[src/act_pkg.sv]
`default_nettype none
package act_pkg;

	// ----------------------------------------------------------------
	// Register offsets
	// ----------------------------------------------------------------
	localparam logic [11:0] ACT_OFS_CAL_CFG0     = 12'h050;
	localparam logic [11:0] ACT_OFS_CAL_BACK     = 12'h057;
	localparam logic [11:0] ACT_OFS_PAT_OVR      = 12'h058;
	localparam logic [11:0] ACT_OFS_VECTOR_SCAN  = 12'h05a;
	localparam logic [11:0] ACT_OFS_STATE_FLAGS  = 12'h05b;
	localparam logic [11:0] ACT_OFS_TIMING_CAL   = 12'h066;

	// ----------------------------------------------------------------
	// Reset values
	// ----------------------------------------------------------------
	localparam logic [7:0]  ACT_RST_CAL_CFG0     = 8'h06;
	localparam logic [7:0]  ACT_RST_CAL_BACK     = 8'h10;
	localparam logic [7:0]  ACT_RST_PAT_OVR      = 8'h00;
	localparam logic [7:0]  ACT_RST_TIMING_CAL   = 8'h02;
	localparam logic [7:0]  ACT_RST_VECTOR_SCAN  = 8'h00;
	localparam logic [7:0]  ACT_STAT_RSVD        = 8'h08;
	localparam logic [7:0]  ACT_ZERO_BYTE        = 8'h00;

	// ----------------------------------------------------------------
	// Field positions
	// ----------------------------------------------------------------
	localparam int ACT_BIT_SCAN_EN        = 4;
	localparam int ACT_BIT_FG_TRIGGER     = 3;
	localparam int ACT_BIT_BG_RUN         = 1;
	localparam int ACT_BIT_BG_MODE        = 0;
	localparam int ACT_BIT_TEST_PATTERN   = 2;
	localparam int ACT_BIT_OVERRANGE_EN   = 1;
	localparam int ACT_BIT_STOPPED        = 1;
	localparam int ACT_BIT_FIRST_DONE     = 0;
	localparam int ACT_BIT_TIMING_AUTO    = 0;

	// ----------------------------------------------------------------
	// Bundles
	// ----------------------------------------------------------------
	typedef struct packed
	{
		logic        wr;
		logic        rd;
		logic [11:0] addr;
		logic [7:0]  wdata;
	} act_cfg_req_t;

	typedef struct packed
	{
		logic        fg_start;
		logic        timing_opt_start;
		logic        bg_mode;
		logic        bg_run;
	} act_cal_ctrl_t;

endpackage
`default_nettype wire

[src/act_sample_path.sv]
`timescale 1ns/1ps
`default_nettype none
module act_sample_path
#(
	parameter int SAMPLE_W = 12
)
(
	input  wire logic                clk,
	input  wire logic                rst_b,
	input  wire logic                pattern_en,
	input  wire logic                overrange_en,
	input  wire logic [SAMPLE_W-1:0] sample_in,
	input  wire logic                overrange_in,
	output logic      [SAMPLE_W-1:0] sample_out,
	output logic                     overrange_out
);
	import act_pkg::*;

	logic [SAMPLE_W-1:0] ramp_r;

	// ----------------------------------------------------------------
	// Ramp pattern and output select
	// ----------------------------------------------------------------
	always_ff @(posedge clk or negedge rst_b)
	begin
		if (!rst_b)
			ramp_r <= '0;
		else if (pattern_en)
			ramp_r <= ramp_r + SAMPLE_W'(1);
		else
			ramp_r <= '0;
	end

	always_ff @(posedge clk or negedge rst_b)
	begin
		if (!rst_b)
			sample_out <= '0;
		else if (pattern_en)
			sample_out <= ramp_r;
		else
			sample_out <= sample_in;
	end

	always_ff @(posedge clk or negedge rst_b)
	begin
		if (!rst_b)
			overrange_out <= 1'b0;
		else
			overrange_out <= overrange_en & overrange_in;
	end

endmodule
`default_nettype wire

[src/act_regs.sv]
`timescale 1ns/1ps
`default_nettype none
module act_regs
#(
	parameter int SAMPLE_W = 12,
	parameter int SCAN_AW  = 8
)
(
	input  wire logic                   clk,
	input  wire logic                   rst_b,
	input  wire act_pkg::act_cfg_req_t  cfg_req,
	output logic      [7:0]             cfg_rdata,
	output logic                        cfg_rvalid,
	input  wire logic                   cal_active,
	input  wire logic                   cal_seq_done,
	output act_pkg::act_cal_ctrl_t      cal_ctrl,
	output logic      [SCAN_AW-1:0]     scan_index,
	output logic                        scan_wr,
	output logic      [7:0]             scan_wdata,
	input  wire logic [7:0]             scan_rdata,
	input  wire logic [SAMPLE_W-1:0]    sample_in,
	input  wire logic                   overrange_in,
	output logic      [SAMPLE_W-1:0]    sample_out,
	output logic                        overrange_out
);
	import act_pkg::*;

	logic [7:0]         cfg0_r;
	logic [7:0]         back_r;
	logic [7:0]         pat_r;
	logic [7:0]         tcal_r;
	logic               first_done_r;
	logic [SCAN_AW-1:0] scan_idx_r;
	logic               fg_start_r;
	logic               topt_start_r;
	logic               scan_en;
	logic               vec_acc;
	logic [7:0]         stat_val;
	logic [7:0]         rd_nxt;

	// ----------------------------------------------------------------
	// Decode helpers
	// ----------------------------------------------------------------
	assign scan_en  = cfg0_r[ACT_BIT_SCAN_EN];
	assign vec_acc  = scan_en & (cfg_req.wr | cfg_req.rd)
		& (cfg_req.addr == ACT_OFS_VECTOR_SCAN);

	// ----------------------------------------------------------------
	// Writable registers
	// ----------------------------------------------------------------
	always_ff @(posedge clk or negedge rst_b)
	begin
		if (!rst_b)
		begin
			cfg0_r <= ACT_RST_CAL_CFG0;
			back_r <= ACT_RST_CAL_BACK;
			pat_r  <= ACT_RST_PAT_OVR;
			tcal_r <= ACT_RST_TIMING_CAL;
		end
		else
		begin
			// Trigger bit holds one cycle only
			cfg0_r[ACT_BIT_FG_TRIGGER] <= 1'b0;
			if (cfg_req.wr)
			begin
				if (cfg_req.addr == ACT_OFS_CAL_CFG0)
					cfg0_r <= cfg_req.wdata;
				else if (cfg_req.addr == ACT_OFS_CAL_BACK)
					back_r <= cfg_req.wdata;
				else if (cfg_req.addr == ACT_OFS_PAT_OVR)
					pat_r <= cfg_req.wdata;
				else if (cfg_req.addr == ACT_OFS_TIMING_CAL)
					tcal_r <= cfg_req.wdata;
				// Status offset falls through: no effect
			end
		end
	end

	// ----------------------------------------------------------------
	// Calibration triggers
	// ----------------------------------------------------------------
	always_ff @(posedge clk or negedge rst_b)
	begin
		if (!rst_b)
		begin
			fg_start_r   <= 1'b0;
			topt_start_r <= 1'b0;
		end
		else
		begin
			fg_start_r <= cfg_req.wr & (cfg_req.addr == ACT_OFS_CAL_CFG0)
				& cfg_req.wdata[ACT_BIT_FG_TRIGGER];
			topt_start_r <= cfg_req.wr & (cfg_req.addr == ACT_OFS_CAL_CFG0)
				& cfg_req.wdata[ACT_BIT_FG_TRIGGER]
				& tcal_r[ACT_BIT_TIMING_AUTO];
		end
	end

	assign cal_ctrl.fg_start         = fg_start_r;
	assign cal_ctrl.timing_opt_start = topt_start_r;
	assign cal_ctrl.bg_mode          = back_r[ACT_BIT_BG_MODE];
	assign cal_ctrl.bg_run           = back_r[ACT_BIT_BG_RUN];

	// ----------------------------------------------------------------
	// Status
	// ----------------------------------------------------------------
	always_ff @(posedge clk or negedge rst_b)
	begin
		if (!rst_b)
			first_done_r <= 1'b0;
		else if (cal_seq_done)
			first_done_r <= 1'b1;
	end

	// Engine holds cal_active to the end of a sequence after run clears
	always_comb
	begin
		stat_val = ACT_STAT_RSVD;
		stat_val[ACT_BIT_STOPPED]    = ~cal_active;
		stat_val[ACT_BIT_FIRST_DONE] = first_done_r;
	end

	// ----------------------------------------------------------------
	// Vector scan port
	// ----------------------------------------------------------------
	always_ff @(posedge clk or negedge rst_b)
	begin
		if (!rst_b)
			scan_idx_r <= '0;
		else if (!scan_en)
			scan_idx_r <= '0;
		else if (vec_acc)
			scan_idx_r <= scan_idx_r + SCAN_AW'(1);
	end

	assign scan_index = scan_idx_r;

	always_ff @(posedge clk or negedge rst_b)
	begin
		if (!rst_b)
		begin
			scan_wr    <= 1'b0;
			scan_wdata <= ACT_RST_VECTOR_SCAN;
		end
		else
		begin
			scan_wr <= vec_acc & cfg_req.wr;
			if (vec_acc & cfg_req.wr)
				scan_wdata <= cfg_req.wdata;
		end
	end

	// ----------------------------------------------------------------
	// Read path
	// ----------------------------------------------------------------
	always_comb
	begin
		rd_nxt = ACT_ZERO_BYTE;
		if (cfg_req.addr == ACT_OFS_CAL_CFG0)
			rd_nxt = cfg0_r;
		else if (cfg_req.addr == ACT_OFS_CAL_BACK)
			rd_nxt = back_r;
		else if (cfg_req.addr == ACT_OFS_PAT_OVR)
			rd_nxt = pat_r;
		else if (cfg_req.addr == ACT_OFS_VECTOR_SCAN)
			rd_nxt = scan_en ? scan_rdata : ACT_RST_VECTOR_SCAN;
		else if (cfg_req.addr == ACT_OFS_STATE_FLAGS)
			rd_nxt = stat_val;
		else if (cfg_req.addr == ACT_OFS_TIMING_CAL)
			rd_nxt = tcal_r;
	end

	always_ff @(posedge clk or negedge rst_b)
	begin
		if (!rst_b)
		begin
			cfg_rdata  <= ACT_ZERO_BYTE;
			cfg_rvalid <= 1'b0;
		end
		else
		begin
			cfg_rvalid <= cfg_req.rd;
			if (cfg_req.rd)
				cfg_rdata <= rd_nxt;
		end
	end

	// ----------------------------------------------------------------
	// Sample output path
	// ----------------------------------------------------------------
	act_sample_path
	#(
		.SAMPLE_W (SAMPLE_W)
	)
	u_sample
	(
		.clk           (clk),
		.rst_b         (rst_b),
		.pattern_en    (pat_r[ACT_BIT_TEST_PATTERN]),
		.overrange_en  (pat_r[ACT_BIT_OVERRANGE_EN]),
		.sample_in     (sample_in),
		.overrange_in  (overrange_in),
		.sample_out    (sample_out),
		.overrange_out (overrange_out)
	);

endmodule
`default_nettype wire

[config.mk]
export PLATFORM = sky130hd
export DESIGN_NAME = act_regs
export DESIGN_NICKNAME = d
export VERILOG_FILES = /design/src/act_pkg.sv /design/src/act_sample_path.sv /design/src/act_regs.sv
export SDC_FILE = /design/constraint.sdc
export NUM_CORES = 1
export LEC_CHECK = 0
export BUFFER_PORTS_ARGS = -buffer_cell sky130_fd_sc_hd__buf_2
export CAP_MARGIN = 5
export CORE_UTILIZATION = 40
export CTS_CLUSTER_DIAMETER = 100
export DETAILED_ROUTE_END_ITERATION = 8
export PLACE_DENSITY = 0.64
export SLEW_MARGIN = 40
export SYNTH_ARGS = -nofsm -noshare
export SYNTH_HDL_FRONTEND = slang
export SYNTH_SLANG_ARGS = --single-unit
[constraint.sdc]
create_clock -name clk -period 2.2 [get_ports clk]
set_clock_uncertainty 0.1 [all_clocks]
set_input_delay 0.22 -clock clk [delete_from_list [all_inputs] [get_ports clk]]
set_output_delay 0.22 -clock clk [all_outputs]
set_load 0.005 [all_outputs]
* After elaboration in Yosys (flattened, before gate mapping)
Cells that the tools add are included.
Storage, ports and cells: register bits 86, input port bits 47, output and inout port bits 43, logic and storage cells 54
Operators by class: add/subtract/negate cells 2, equality and inequality tests 7, muxes and demuxes 13, bitwise operators 12, reduce and logical (&&, ||, !) cells 4
Operators by type and width (count):
- 12-bit by 7-bit equality test with 1-bit output, second input constant | 6
- 8-bit 2-to-1 mux | 9
- 12-bit 2-to-1 mux | 2
- 12-bit by 1-bit adder with 12-bit output, second input constant | 1
- 8-bit by 1-bit adder with 8-bit output, second input constant | 1
- 4-bit 2-to-1 mux | 2
- 1-bit AND | 7
- 5-bit AND reduction | 1
- 1-bit inverter | 4
- 4-bit AND reduction | 1
- 3-bit AND reduction | 1
- 2-bit by 1-bit != test with 1-bit output, second input constant | 1
- 2-bit AND reduction | 1
- 1-bit bitwise OR | 1

* Logic depth before layout (Yosys ltp)
Gate-level depths: netlist of run 1.
depth in word-level cells 7, mapped depth 7, depth with buffers taken out 6

* Cells and area by module
A second synthesis of run 1 with hierarchy kept.
Second synthesis, totals: cells, all modules 343, area total of the unflattened synthesis 4008.8 um2
By module, submodules not included:
- act_regs | times used 1, cells an instance 256, area each 2959.1 um2
- act_sample_path | times used 1, cells an instance 87, area each 1049.8 um2

* Worst setup path before layout of run 1
Ideal clock, no wire load.
path type in2reg, start input port cfg_req[17] (netlist name), end register scan_idx_r[2], in the netlist scan_index[2], library setup time 0.118 ns, arrival time 1.923 ns, data required time 1.982 ns, path slack 0.059 ns, stages on the path 6, cell sequence or4_4 -> or3b_1 -> buf_2 -> o31a_1 -> o21bai_1 -> a21o_1
Between the ends: cells in the longest elaborated chain, start to end 3
Ends and longest elaborated chain:
- start, declared | line act_regs.sv:11 | input wire act_pkg::act_cfg_req_t cfg_req,
- 12-bit by 7-bit equality test with 1-bit output | line act_regs.sv:46 | & (cfg_req.addr == ACT_OFS_VECTOR_SCAN);
- 1-bit AND | line act_regs.sv:46
- 2-bit by 1-bit != test with 1-bit output (no line)
- end signal, assigned | line act_regs.sv:133 | scan_idx_r <= scan_idx_r + SCAN_AW'(1);
- end, declared | line act_regs.sv:33 | logic [SCAN_AW-1:0] scan_idx_r;
No other way between the ends. A chain may end at the register's enable or synchronous reset.

* Worst setup path after layout of run 1
start input port cfg_req[17] (netlist name), end register scan_idx_r[5], in the netlist scan_index[5]
Same word-level chain as after synthesis.

==> results of run 1 <==
[area by class of cell]
type,instances,area [um^2]
clock buffers,9,124
fillers,855,4380
inverters,1,3.75
repair buffers,125,781
well taps,129,161
flip-flops and latches,86,2160
multi-input cells,220,1670
clock inverters,7,97.6
[path summary, 6_finish.rpt]
check                           cells after the start  slack [ns]                          endpoint                     start
worst max-delay path                                5        0.19         scan_index[5]$_DFFE_PN0P_               cfg_req[17]
worst min-delay path                                2        0.05              pat_r[1]$_DFFE_PN0P_                cfg_req[1]
worst max register to register                      4        0.31         scan_index[5]$_DFFE_PN0P_     cfg0_r[4]$_DFFE_PN0N_
worst min register to register                      1        0.38          first_done_r$_DFFE_PN0P_  first_done_r$_DFFE_PN0P_
max in group asynchronous                           3        1.06             cfg0_r[2]$_DFFE_PN1N_                     rst_b
min in group asynchronous                           2        0.26  u_sample.sample_out[9]$_DFF_PN0_                     rst_b
[sequential cells by signal, indices dropped and copies added (netlist names)]
signal                  flops
cfg_rvalid                  1
tcal_r                      8
scan_wdata                  8
back_r                      8
u_sample.overrange_out      1
pat_r                       8
first_done_r                1
fg_start_r                  1
scan_index                  8
scan_wr                     1
u_sample.ramp_r            12
cfg0_r                      8
cfg_rdata                   8
u_sample.sample_out        12
topt_start_r                1
[routing by layer]
| layer | global-route usage, % | share of wire [%] | up-vias |
|---|---|---|---|
| met5 | 0 | 0 | - |
| met4 | 4.35 | 1.1 | 0 |
| met3 | 3.74 | 4.0 | 8 |
| met2 | 30.1 | 46 | 79 |
| met1 | 27.9 | 49 | 1447 |
| li1 | - | - | 1422 |
[metrics by stage]
step                      total power (W)  util [%]  instances  setup TNS [ns]
after floorplan                   0.00170         -        323               0
after global placement            0.00183      49.3        546           -1.25
after detailed placement          0.00183      49.3        546           -1.63
after CTS                         0.00310      53.3        577               0
after global routing              0.00319      53.3        577               0
final                             0.00307      53.3        577               0
[critical path, stage by stage]
cell and delay, ns:
buf_2 0.10, or4_4 0.53, or3b_1 0.46, or3_1 0.52
o41ai_2 0.34
[where the power goes]
part	total, W	switching, W	internal [W]	leakage (nW)
logic	0.000208	0.000110	0.0000983	1.18
clock network	0.00125	0.000603	0.000646	0.111
registers	0.00161	0.00000948	0.00160	1.14
total	0.00307	0.000722	0.00235	2.43
[kinds of logic (layout without fill, tap and decap cells)]
family	count (synthesis)	in the layout	share of synthesized area, %
flip-flops	86	86	55.2
multiplexers	53	53	15.2
adder cells (fa/ha/maj)	2	2	0.641
buffers and inverters	17	142	2.08
AND/OR/NAND/NOR	103	103	15.2
XOR/XNOR	8	8	1.79
AO/OA/AOI/OAI	54	54	9.87
[layout by cell type (no fill, tap or decap), types with 10 or more instances in the layout]
cell type	n
buf_2	88
and2_1	11
mux2_2	51
nor2_1	10
dlygate4sd3_1	15
nand2_1	22
dfrtp_1	82
buf_4	20
nand3_1	13
[timing repair]
action | CTS | global route
endpoints found under the hold margin | 49 | 0
endpoints found under the setup margin | 0 | 0
hold buffers | 15 | 0
==> results.yml, run 1 <==
global_routing:
  grt_max_degree: 52
  antenna_found_initial: 0
  gr-total-overflow: 0
  grt_pass1_wl_mm: 14.9
  track_usage_pct: 19.3
  grt_pass1_vias: 2943
sta:
  maxSlewViolCount: 0
  holdWs_ns: 0.0496
  worstMarginPinSlew_ns: 0.486
  setup_viol: 0
  hold_viol: 0
  slew_headroom_pct: 67.6
  period_minus_slack_ns: 2.01
  timing.final.ws_setup_ns: 0.188
  fmax_mhz: 497
  finalCritPeriodShare_pct: 91.4
  rsz0062_at_grt: "no"
worst_setup_path:
  critPathRequiredTime_ns: 2.35
  crit_type: "input pin to flip-flop"
  critPathMaxFanout: 8
  startpoint_type: "input pin"
  worstSetupEndpointType: "flip-flop"
  arrival_ns: 2.16
floorplanning:
  die_h_um: 101
  placementRows: 35
  die-area_um2: 10200
  io-pin-count: 90
  initial_core_util_pct: 41.7
  core_um2: 9370
  die_x_um: 101
cells_and_area:
  drive_gt1_share_pct: 42.2
  syn2layout_area_growth_pct: 27.8
  final_nets: 492
  num_antenna_cells: 0
  design_area_um2: 4990
placement:
  post_dp_cell_area_um2: 4620
  dp_hpwl_mm: 6.53
  place_congestion: 0.801
  io_buffers: 89
  dp_slack_ns: -0.166
hold_path:
  hold_path.class: "input pin to flip-flop"
clock_tree:
  clk_pin_slew_ns: 0.10
  clock_latency_ns: 0.35
  root_buffer: "clkbuf_8"
  htreeDepth: 3
  tritoncts: "yes"
  cts_buffer_depth: 2
  clock-sinks: 86
  cts_resized: 0
  cts_setup_buffers: 0
  cts_buffers: 9
synthesis:
  synthArstFlopShare_pct: 100
  yosysWarnings: 0
  syn_area_um2: 3910
  avgSynthCellArea_um2: 12.1
  syn_inst: 323
  synth-edff-count: 0
  ys.flop_type: "dfrtp_1"
  synth-seq-cells: 86
  ys_seq_area_share_pct: 55.2
  synth_nets: 372
  synth_top_area_share_pct: 52.5
  synth_area_leader_cell: "dfrtp_1"
  yosysMostFrequentCell: "dfrtp_1"
  yosysUniqueCellTypes: 55
  yosys-top-cells-count: "dfrtp_1, mux2_2, nand2_1"
  synthTopCellsByArea: "dfrtp_1, mux2_2, dfstp_2, nand2_1, and2_1"
route:
  ant_nets: 0
  drt_pass1_iterations: 4
  drtIter0Drc: 149
  drt_wl_total_mm: 9.24
  wl_per_cell_um: 16.0
  routed-via-count: 2956
  viasPerCell: 5.12
  drc: 0
power:
  powerDensity_nw_per_um2: 614
  ir_drop_mv: 0.367
  p_leak_nw: 2.43
run:
  drv_cap: 0
run_status:
  outcome: "finished clean"
No activity file was read; power rests on OpenSTA's default activity.
==> run 2: changes to the inputs <==
- CORE_MARGIN: default -> 2
==> results.yml, run 2 (synthesis gave the netlist of run 1 again) <==
sta:
  hold_viol: 0
  finalCritPeriodShare_pct: 89.6
  timing.final.ws_setup_ns: 0.229
  tns_ns: 0
  fmax_mhz: 507
  setup_viol: 0
  slew_headroom_pct: 70.9
  worstMarginPinSlew_ns: 0.436
  maxSlewViolCount: 0
  period_minus_slack_ns: 1.97
  rsz0062_at_grt: "no"
cells_and_area:
  post-route-util_pct: 51.9
  final_nets: 491
  final_common_cell: "buf_2"
  design_area_um2: 5010
  drive_gt1_share_pct: 42.3
  syn2layout_area_growth_pct: 28.2
  layout_common_cells: "buf_2, dfrtp_1, mux2_2"
  num_antenna_cells: 0
  reg_top3: "u_sample.ramp_r (12), u_sample.sample_out (12)"
global_routing:
  grt_pass1_wl_mm: 15.5
  gr-total-overflow: 0
  grt_pass1_vias: 3079
  grt_max_degree: 35
  antenna_found_initial: 0
  track_usage_pct: 19.5
clock_tree:
  htreeDepth: 3
  cts_setup_buffers: 0
  cts_buffer_depth: 2
  root_buffer: "clkbuf_8"
  clock-sinks: 86
  cts_buffers: 9
  clock_latency_ns: 0.37
  tritoncts: "yes"
  clk_pin_slew_ns: 0.09
route:
  routed-via-count: 3048
  viasPerCell: 5.26
  ant_nets: 0
  drt_pass1_iterations: 4
  wl_per_cell_um: 16.8
  drt_wl_total_mm: 9.72
  drtIter0Drc: 122
  drc: 0
worst_setup_path:
  r2r_slack_ns: 0.27
  critPathMaxFanout: 8
  max_stage_delay_ns: 0.53
  worstSetupEndpointType: "flip-flop"
  arrival_ns: 2.14
  startpoint_type: "input pin"
  critPathSlowestCell: "or4_4"
  critPathRequiredTime_ns: 2.37
  path_cells: "buf_2, or4_4, or3b_1, or3_1, o41ai_2"
  crit_type: "input pin to flip-flop"
placement:
  place_congestion: 0.828
  dp_slack_ns: -0.145
  io_buffers: 89
  post_dp_cell_area_um2: 4620
  dp_hpwl_mm: 6.85
floorplanning:
  die-area_um2: 10600
  core_um2: 9640
  die_x_um: 103
  io-pin-count: 90
  initial_core_util_pct: 40.5
  placementRows: 36
  die_h_um: 103
power:
  ir_drop_mv: 0.367
  powerDensity_nw_per_um2: 621
  p_leak_nw: 2.43
run_status:
  outcome: "finished clean"
hold_path:
  hold_path.class: "input pin to flip-flop"
run:
  drv_cap: 0
[run 2: metrics by stage]
step                hold WS [ns]  power (W)  instances
finish                    0.0554    0.00311        580
global route              0.0484    0.00323        580
global placement          0.0917    0.00183        549
CTS                       0.0542    0.00314        580
detailed placement        0.0954    0.00184        549
floorplan                 -0.176    0.00170        323
[run 2: power by group]
part           switching (W)  leakage, nW  internal (W)
Clock               0.000606        0.113      0.000678
Sequential        0.00000930         1.14       0.00160
Combinational       0.000113         1.17     0.0000998
Total               0.000728         2.43       0.00238
[run 2: repair_timing]
item	CTS	global route
setup endpoints to repair	0	2
hold buffers	15	0
gates resized for setup	0	1
endpoints found under the hold margin	43	0
[run 2: cell type report]
class | instances | area (um^2)
clock inverter | 6 | 93.8
tap | 133 | 166
sequential | 86 | 2160
inverter | 1 | 3.75
multi-input combinational | 220 | 1670
fill | 879 | 4630
clock buffer | 10 | 138
timing repair buffer | 124 | 773
[run 2: final timing paths]
kind | from | to | depth (start not counted)
worst min-delay path | cfg_req[3] | fg_start_r$_DFF_PN0_ | 2
min in group asynchronous | rst_b | scan_wdata[3]$_DFFE_PN0P_ | 2
worst min register to register | first_done_r$_DFFE_PN0P_ | first_done_r$_DFFE_PN0P_ | 1
worst max-delay path | cfg_req[17] | scan_index[5]$_DFFE_PN0P_ | 5
worst max register to register | cfg0_r[4]$_DFFE_PN0N_ | scan_index[5]$_DFFE_PN0P_ | 4
max in group asynchronous | rst_b | cfg0_r[2]$_DFFE_PN1N_ | 3
[run 2: worst max-delay path, delay by kind of cell]
family / cells / cell delay (ns)
buffers and inverters: 1 / 0.10
AO/OA/AOI/OAI: 1 / 0.33
AND/OR/NAND/NOR: 3 / 1.49
[run 2: per-layer routing]
layer	routed length, um	share of wire [%]	global-route usage (%)
met1	4250	44	24.9
met2	4740	49	31.8
met3	557	5.7	5.15
met4	174	1.8	7.69
met5	0	0	0
==> run 3: changes to the inputs <==
- ABC_AREA: default -> 1
- GPL_TIMING_DRIVEN: default -> 0
==> results.yml, run 3 <==
power:
  power_w: 0.00316
  ir_drop_mv: 0.287
  powerDensity_nw_per_um2: 621
  p_leak_nw: 2.63
clock_tree:
  cts_buffer_depth: 2
  clock-sinks: 86
  htreeDepth: 3
  clk_pin_slew_ns: 0.10
  root_buffer: "clkbuf_8"
  tritoncts: "yes"
  clock_latency_ns: 0.35
  cts_buffers: 9
cells_and_area:
  syn2layout_area_growth_pct: 26.0
  nFillCells: 978
  num_antenna_cells: 0
  multi_input_area_um2: 1540
  final_nets: 644
  seqCellArea_um2: 2160
  final_common_cell: "nand2_1"
  layout_common_cells: "nand2_1, buf_2, dfrtp_1"
  reg_top3: "u_sample.ramp_r (12), u_sample.sample_out (12)"
  drive_gt1_share_pct: 26.0
worst_setup_path:
  worstSetupEndpointType: "flip-flop"
  reg2reg_from: "u_sample.ramp_r[1]$_DFF_PN0_"
  critPathMaxFanout: 4
  arrival_ns: 1.91
  crit_start: "u_sample.ramp_r[1]$_DFF_PN0_"
  worstRegToRegCells: 8
  crit_path_end: "u_sample.ramp_r[10]$_DFF_PN0_"
  critPathRequiredTime_ns: 2.35
  r2r_slack_ns: 0.44
  r2r_end: "u_sample.ramp_r[10]$_DFF_PN0_"
  startpoint_type: "flip-flop"
  crit_type: "flip-flop to flip-flop"
sta:
  setup_viol: 0
  finalCritPeriodShare_pct: 80.0
  tns_ns: 0
  timing.final.ws_setup_ns: 0.441
  maxSlewViolCount: 0
  slew_headroom_pct: 69.2
  fmax_mhz: 568
  hold_viol: 0
  period_minus_slack_ns: 1.76
  holdWs_ns: 0.102
  rsz0062_at_grt: "no"
  worstMarginPinSlew_ns: 0.463
global_routing:
  antenna_found_initial: 0
  grt_pass1_vias: 3438
  track_usage_pct: 17.6
  grt_max_degree: 46
  gr-total-overflow: 0
  grt_pass1_wl_mm: 15.6
synthesis:
  synth-edff-count: 0
  yosysWarnings: 0
  ys.flop_type: "dfrtp_1"
  synthArstFlopShare_pct: 100
  yosysUniqueCellTypes: 37
  synth-seq-cells: 86
  yosys-top-cells-count: "nand2_1, dfrtp_1, inv_1"
  ys_seq_area_share_pct: 53.3
  yosysMostFrequentCell: "nand2_1"
  synth_area_leader_cell: "dfrtp_1"
  synth_nets: 527
  synthTopCellsByArea: "dfrtp_1, nand2_1, o21ai_1, inv_1, nor2_1"
  syn_area_um2: 4040
  avgSynthCellArea_um2: 8.46
  syn_inst: 478
  synth_top_area_share_pct: 50.7
floorplanning:
  core_um2: 9770
  io-pin-count: 90
  placementRows: 36
  die_x_um: 105
  die_h_um: 105
  die-area_um2: 10900
  initial_core_util_pct: 41.4
route:
  drt_wl_total_mm: 8.95
  wl_per_cell_um: 12.2
  ant_nets: 0
  routed-via-count: 3375
  drt_pass1_iterations: 4
  drc: 0
  viasPerCell: 4.60
  drtIter0Drc: 143
hold_path:
  hold_path.class: "input pin to flip-flop"
  hold_path_startpoint: "cfg_req[4]"
placement:
  io_buffers: 89
  place_congestion: 0.893
  dp_slack_ns: 0.445
  dp_hpwl_mm: 6.66
run:
  drv_cap: 0
run_status:
  outcome: "finished clean"
## run 3: changes by cell type after synthesis, sizes merged, moves of 5 or more
cell	previous run	this run
and2	11	0
clkbuf	9	4
inv	1	62
mux2	51	0
nand2	23	143
nor2	10	47
nor2b	6	0
o21ai	9	69
## run 3: repair_timing
item                                   4_1_cts  5_1_grt
setup buffers                                0        0
endpoints found under the hold margin       57        0
resized for setup                            0        0
hold buffers                                16        0
## run 3: logic make-up after synthesis
kind of cell	Yosys count	share of synthesized area, %
AOI/OAI and AO/OA	84	11.9
adders and majority gates	2	0.619
xor gates and xnor gates	4	0.866
and+or+nand+nor	223	24.8
DFF	86	53.3
buffers and inverters	79	8.48
## run 3: worst max-delay path, stage by stage (launching register included)
cell     delay (ns)
dfrtp_1        0.38
ha_1           0.20
nand2_1        0.07
nor2_1         0.12
nand2_1        0.08
nor3_1         0.33
nand2_1        0.14
o21ai_0        0.19
a21oi_1        0.06
## run 3: metrics by stage
stage | area (um^2) | util [%] | instances
floorplan | 4040 | - | 478
global placement | 4660 | 47.6 | 700
detailed placement | 4680 | 47.9 | 701
CTS | 5090 | 52.1 | 733
global route | 5090 | 52.1 | 733
finish | 5090 | 52.1 | 733
## run 3: final cells by class
type | instances | share of cell area (%)
timing repair buffer | 106 | 12.4
inverter | 64 | 4.74
clock buffer | 9 | 2.43
buffer | 15 | 1.99
tap | 133 | 3.27
sequential | 86 | 42.3
clock inverter | 7 | 2.51
multi-input combinational | 313 | 30.3
## run 3: layer usage
metal,part of all wire [%],vias up,global-route usage [%]
met5,0,-,0
met4,1.0,0,6.37
met3,4.7,7,3.81
met2,48,72,29.3
met1,47,1550,22.5
li1,-,1746,-
## run 3: power breakdown
| part | switching [W] | leakage (nW) | internal, W |
|---|---|---|---|
| Sequential | 0.00000376 | 1.15 | 0.00159 |
| Clock | 0.000604 | 0.126 | 0.000773 |
| Combinational | 0.000111 | 1.35 | 0.0000781 |
## run 3: worst min path at each step
stage	endpoint	slack (ns)	cells after the start
after detailed placement	scan_index[5]$_DFFE_PN0P_	0.07	1
after floorplan	back_r[0]$_DFFE_PN0P_	-0.18	0
after global placement	cfg_rvalid$_DFF_PN0_	0.26	1
after CTS	scan_wdata[4]$_DFFE_PN0P_	0.09	3
final	scan_wdata[4]$_DFFE_PN0P_	0.10	3
after global routing	scan_wdata[7]$_DFFE_PN0P_	0.11	3
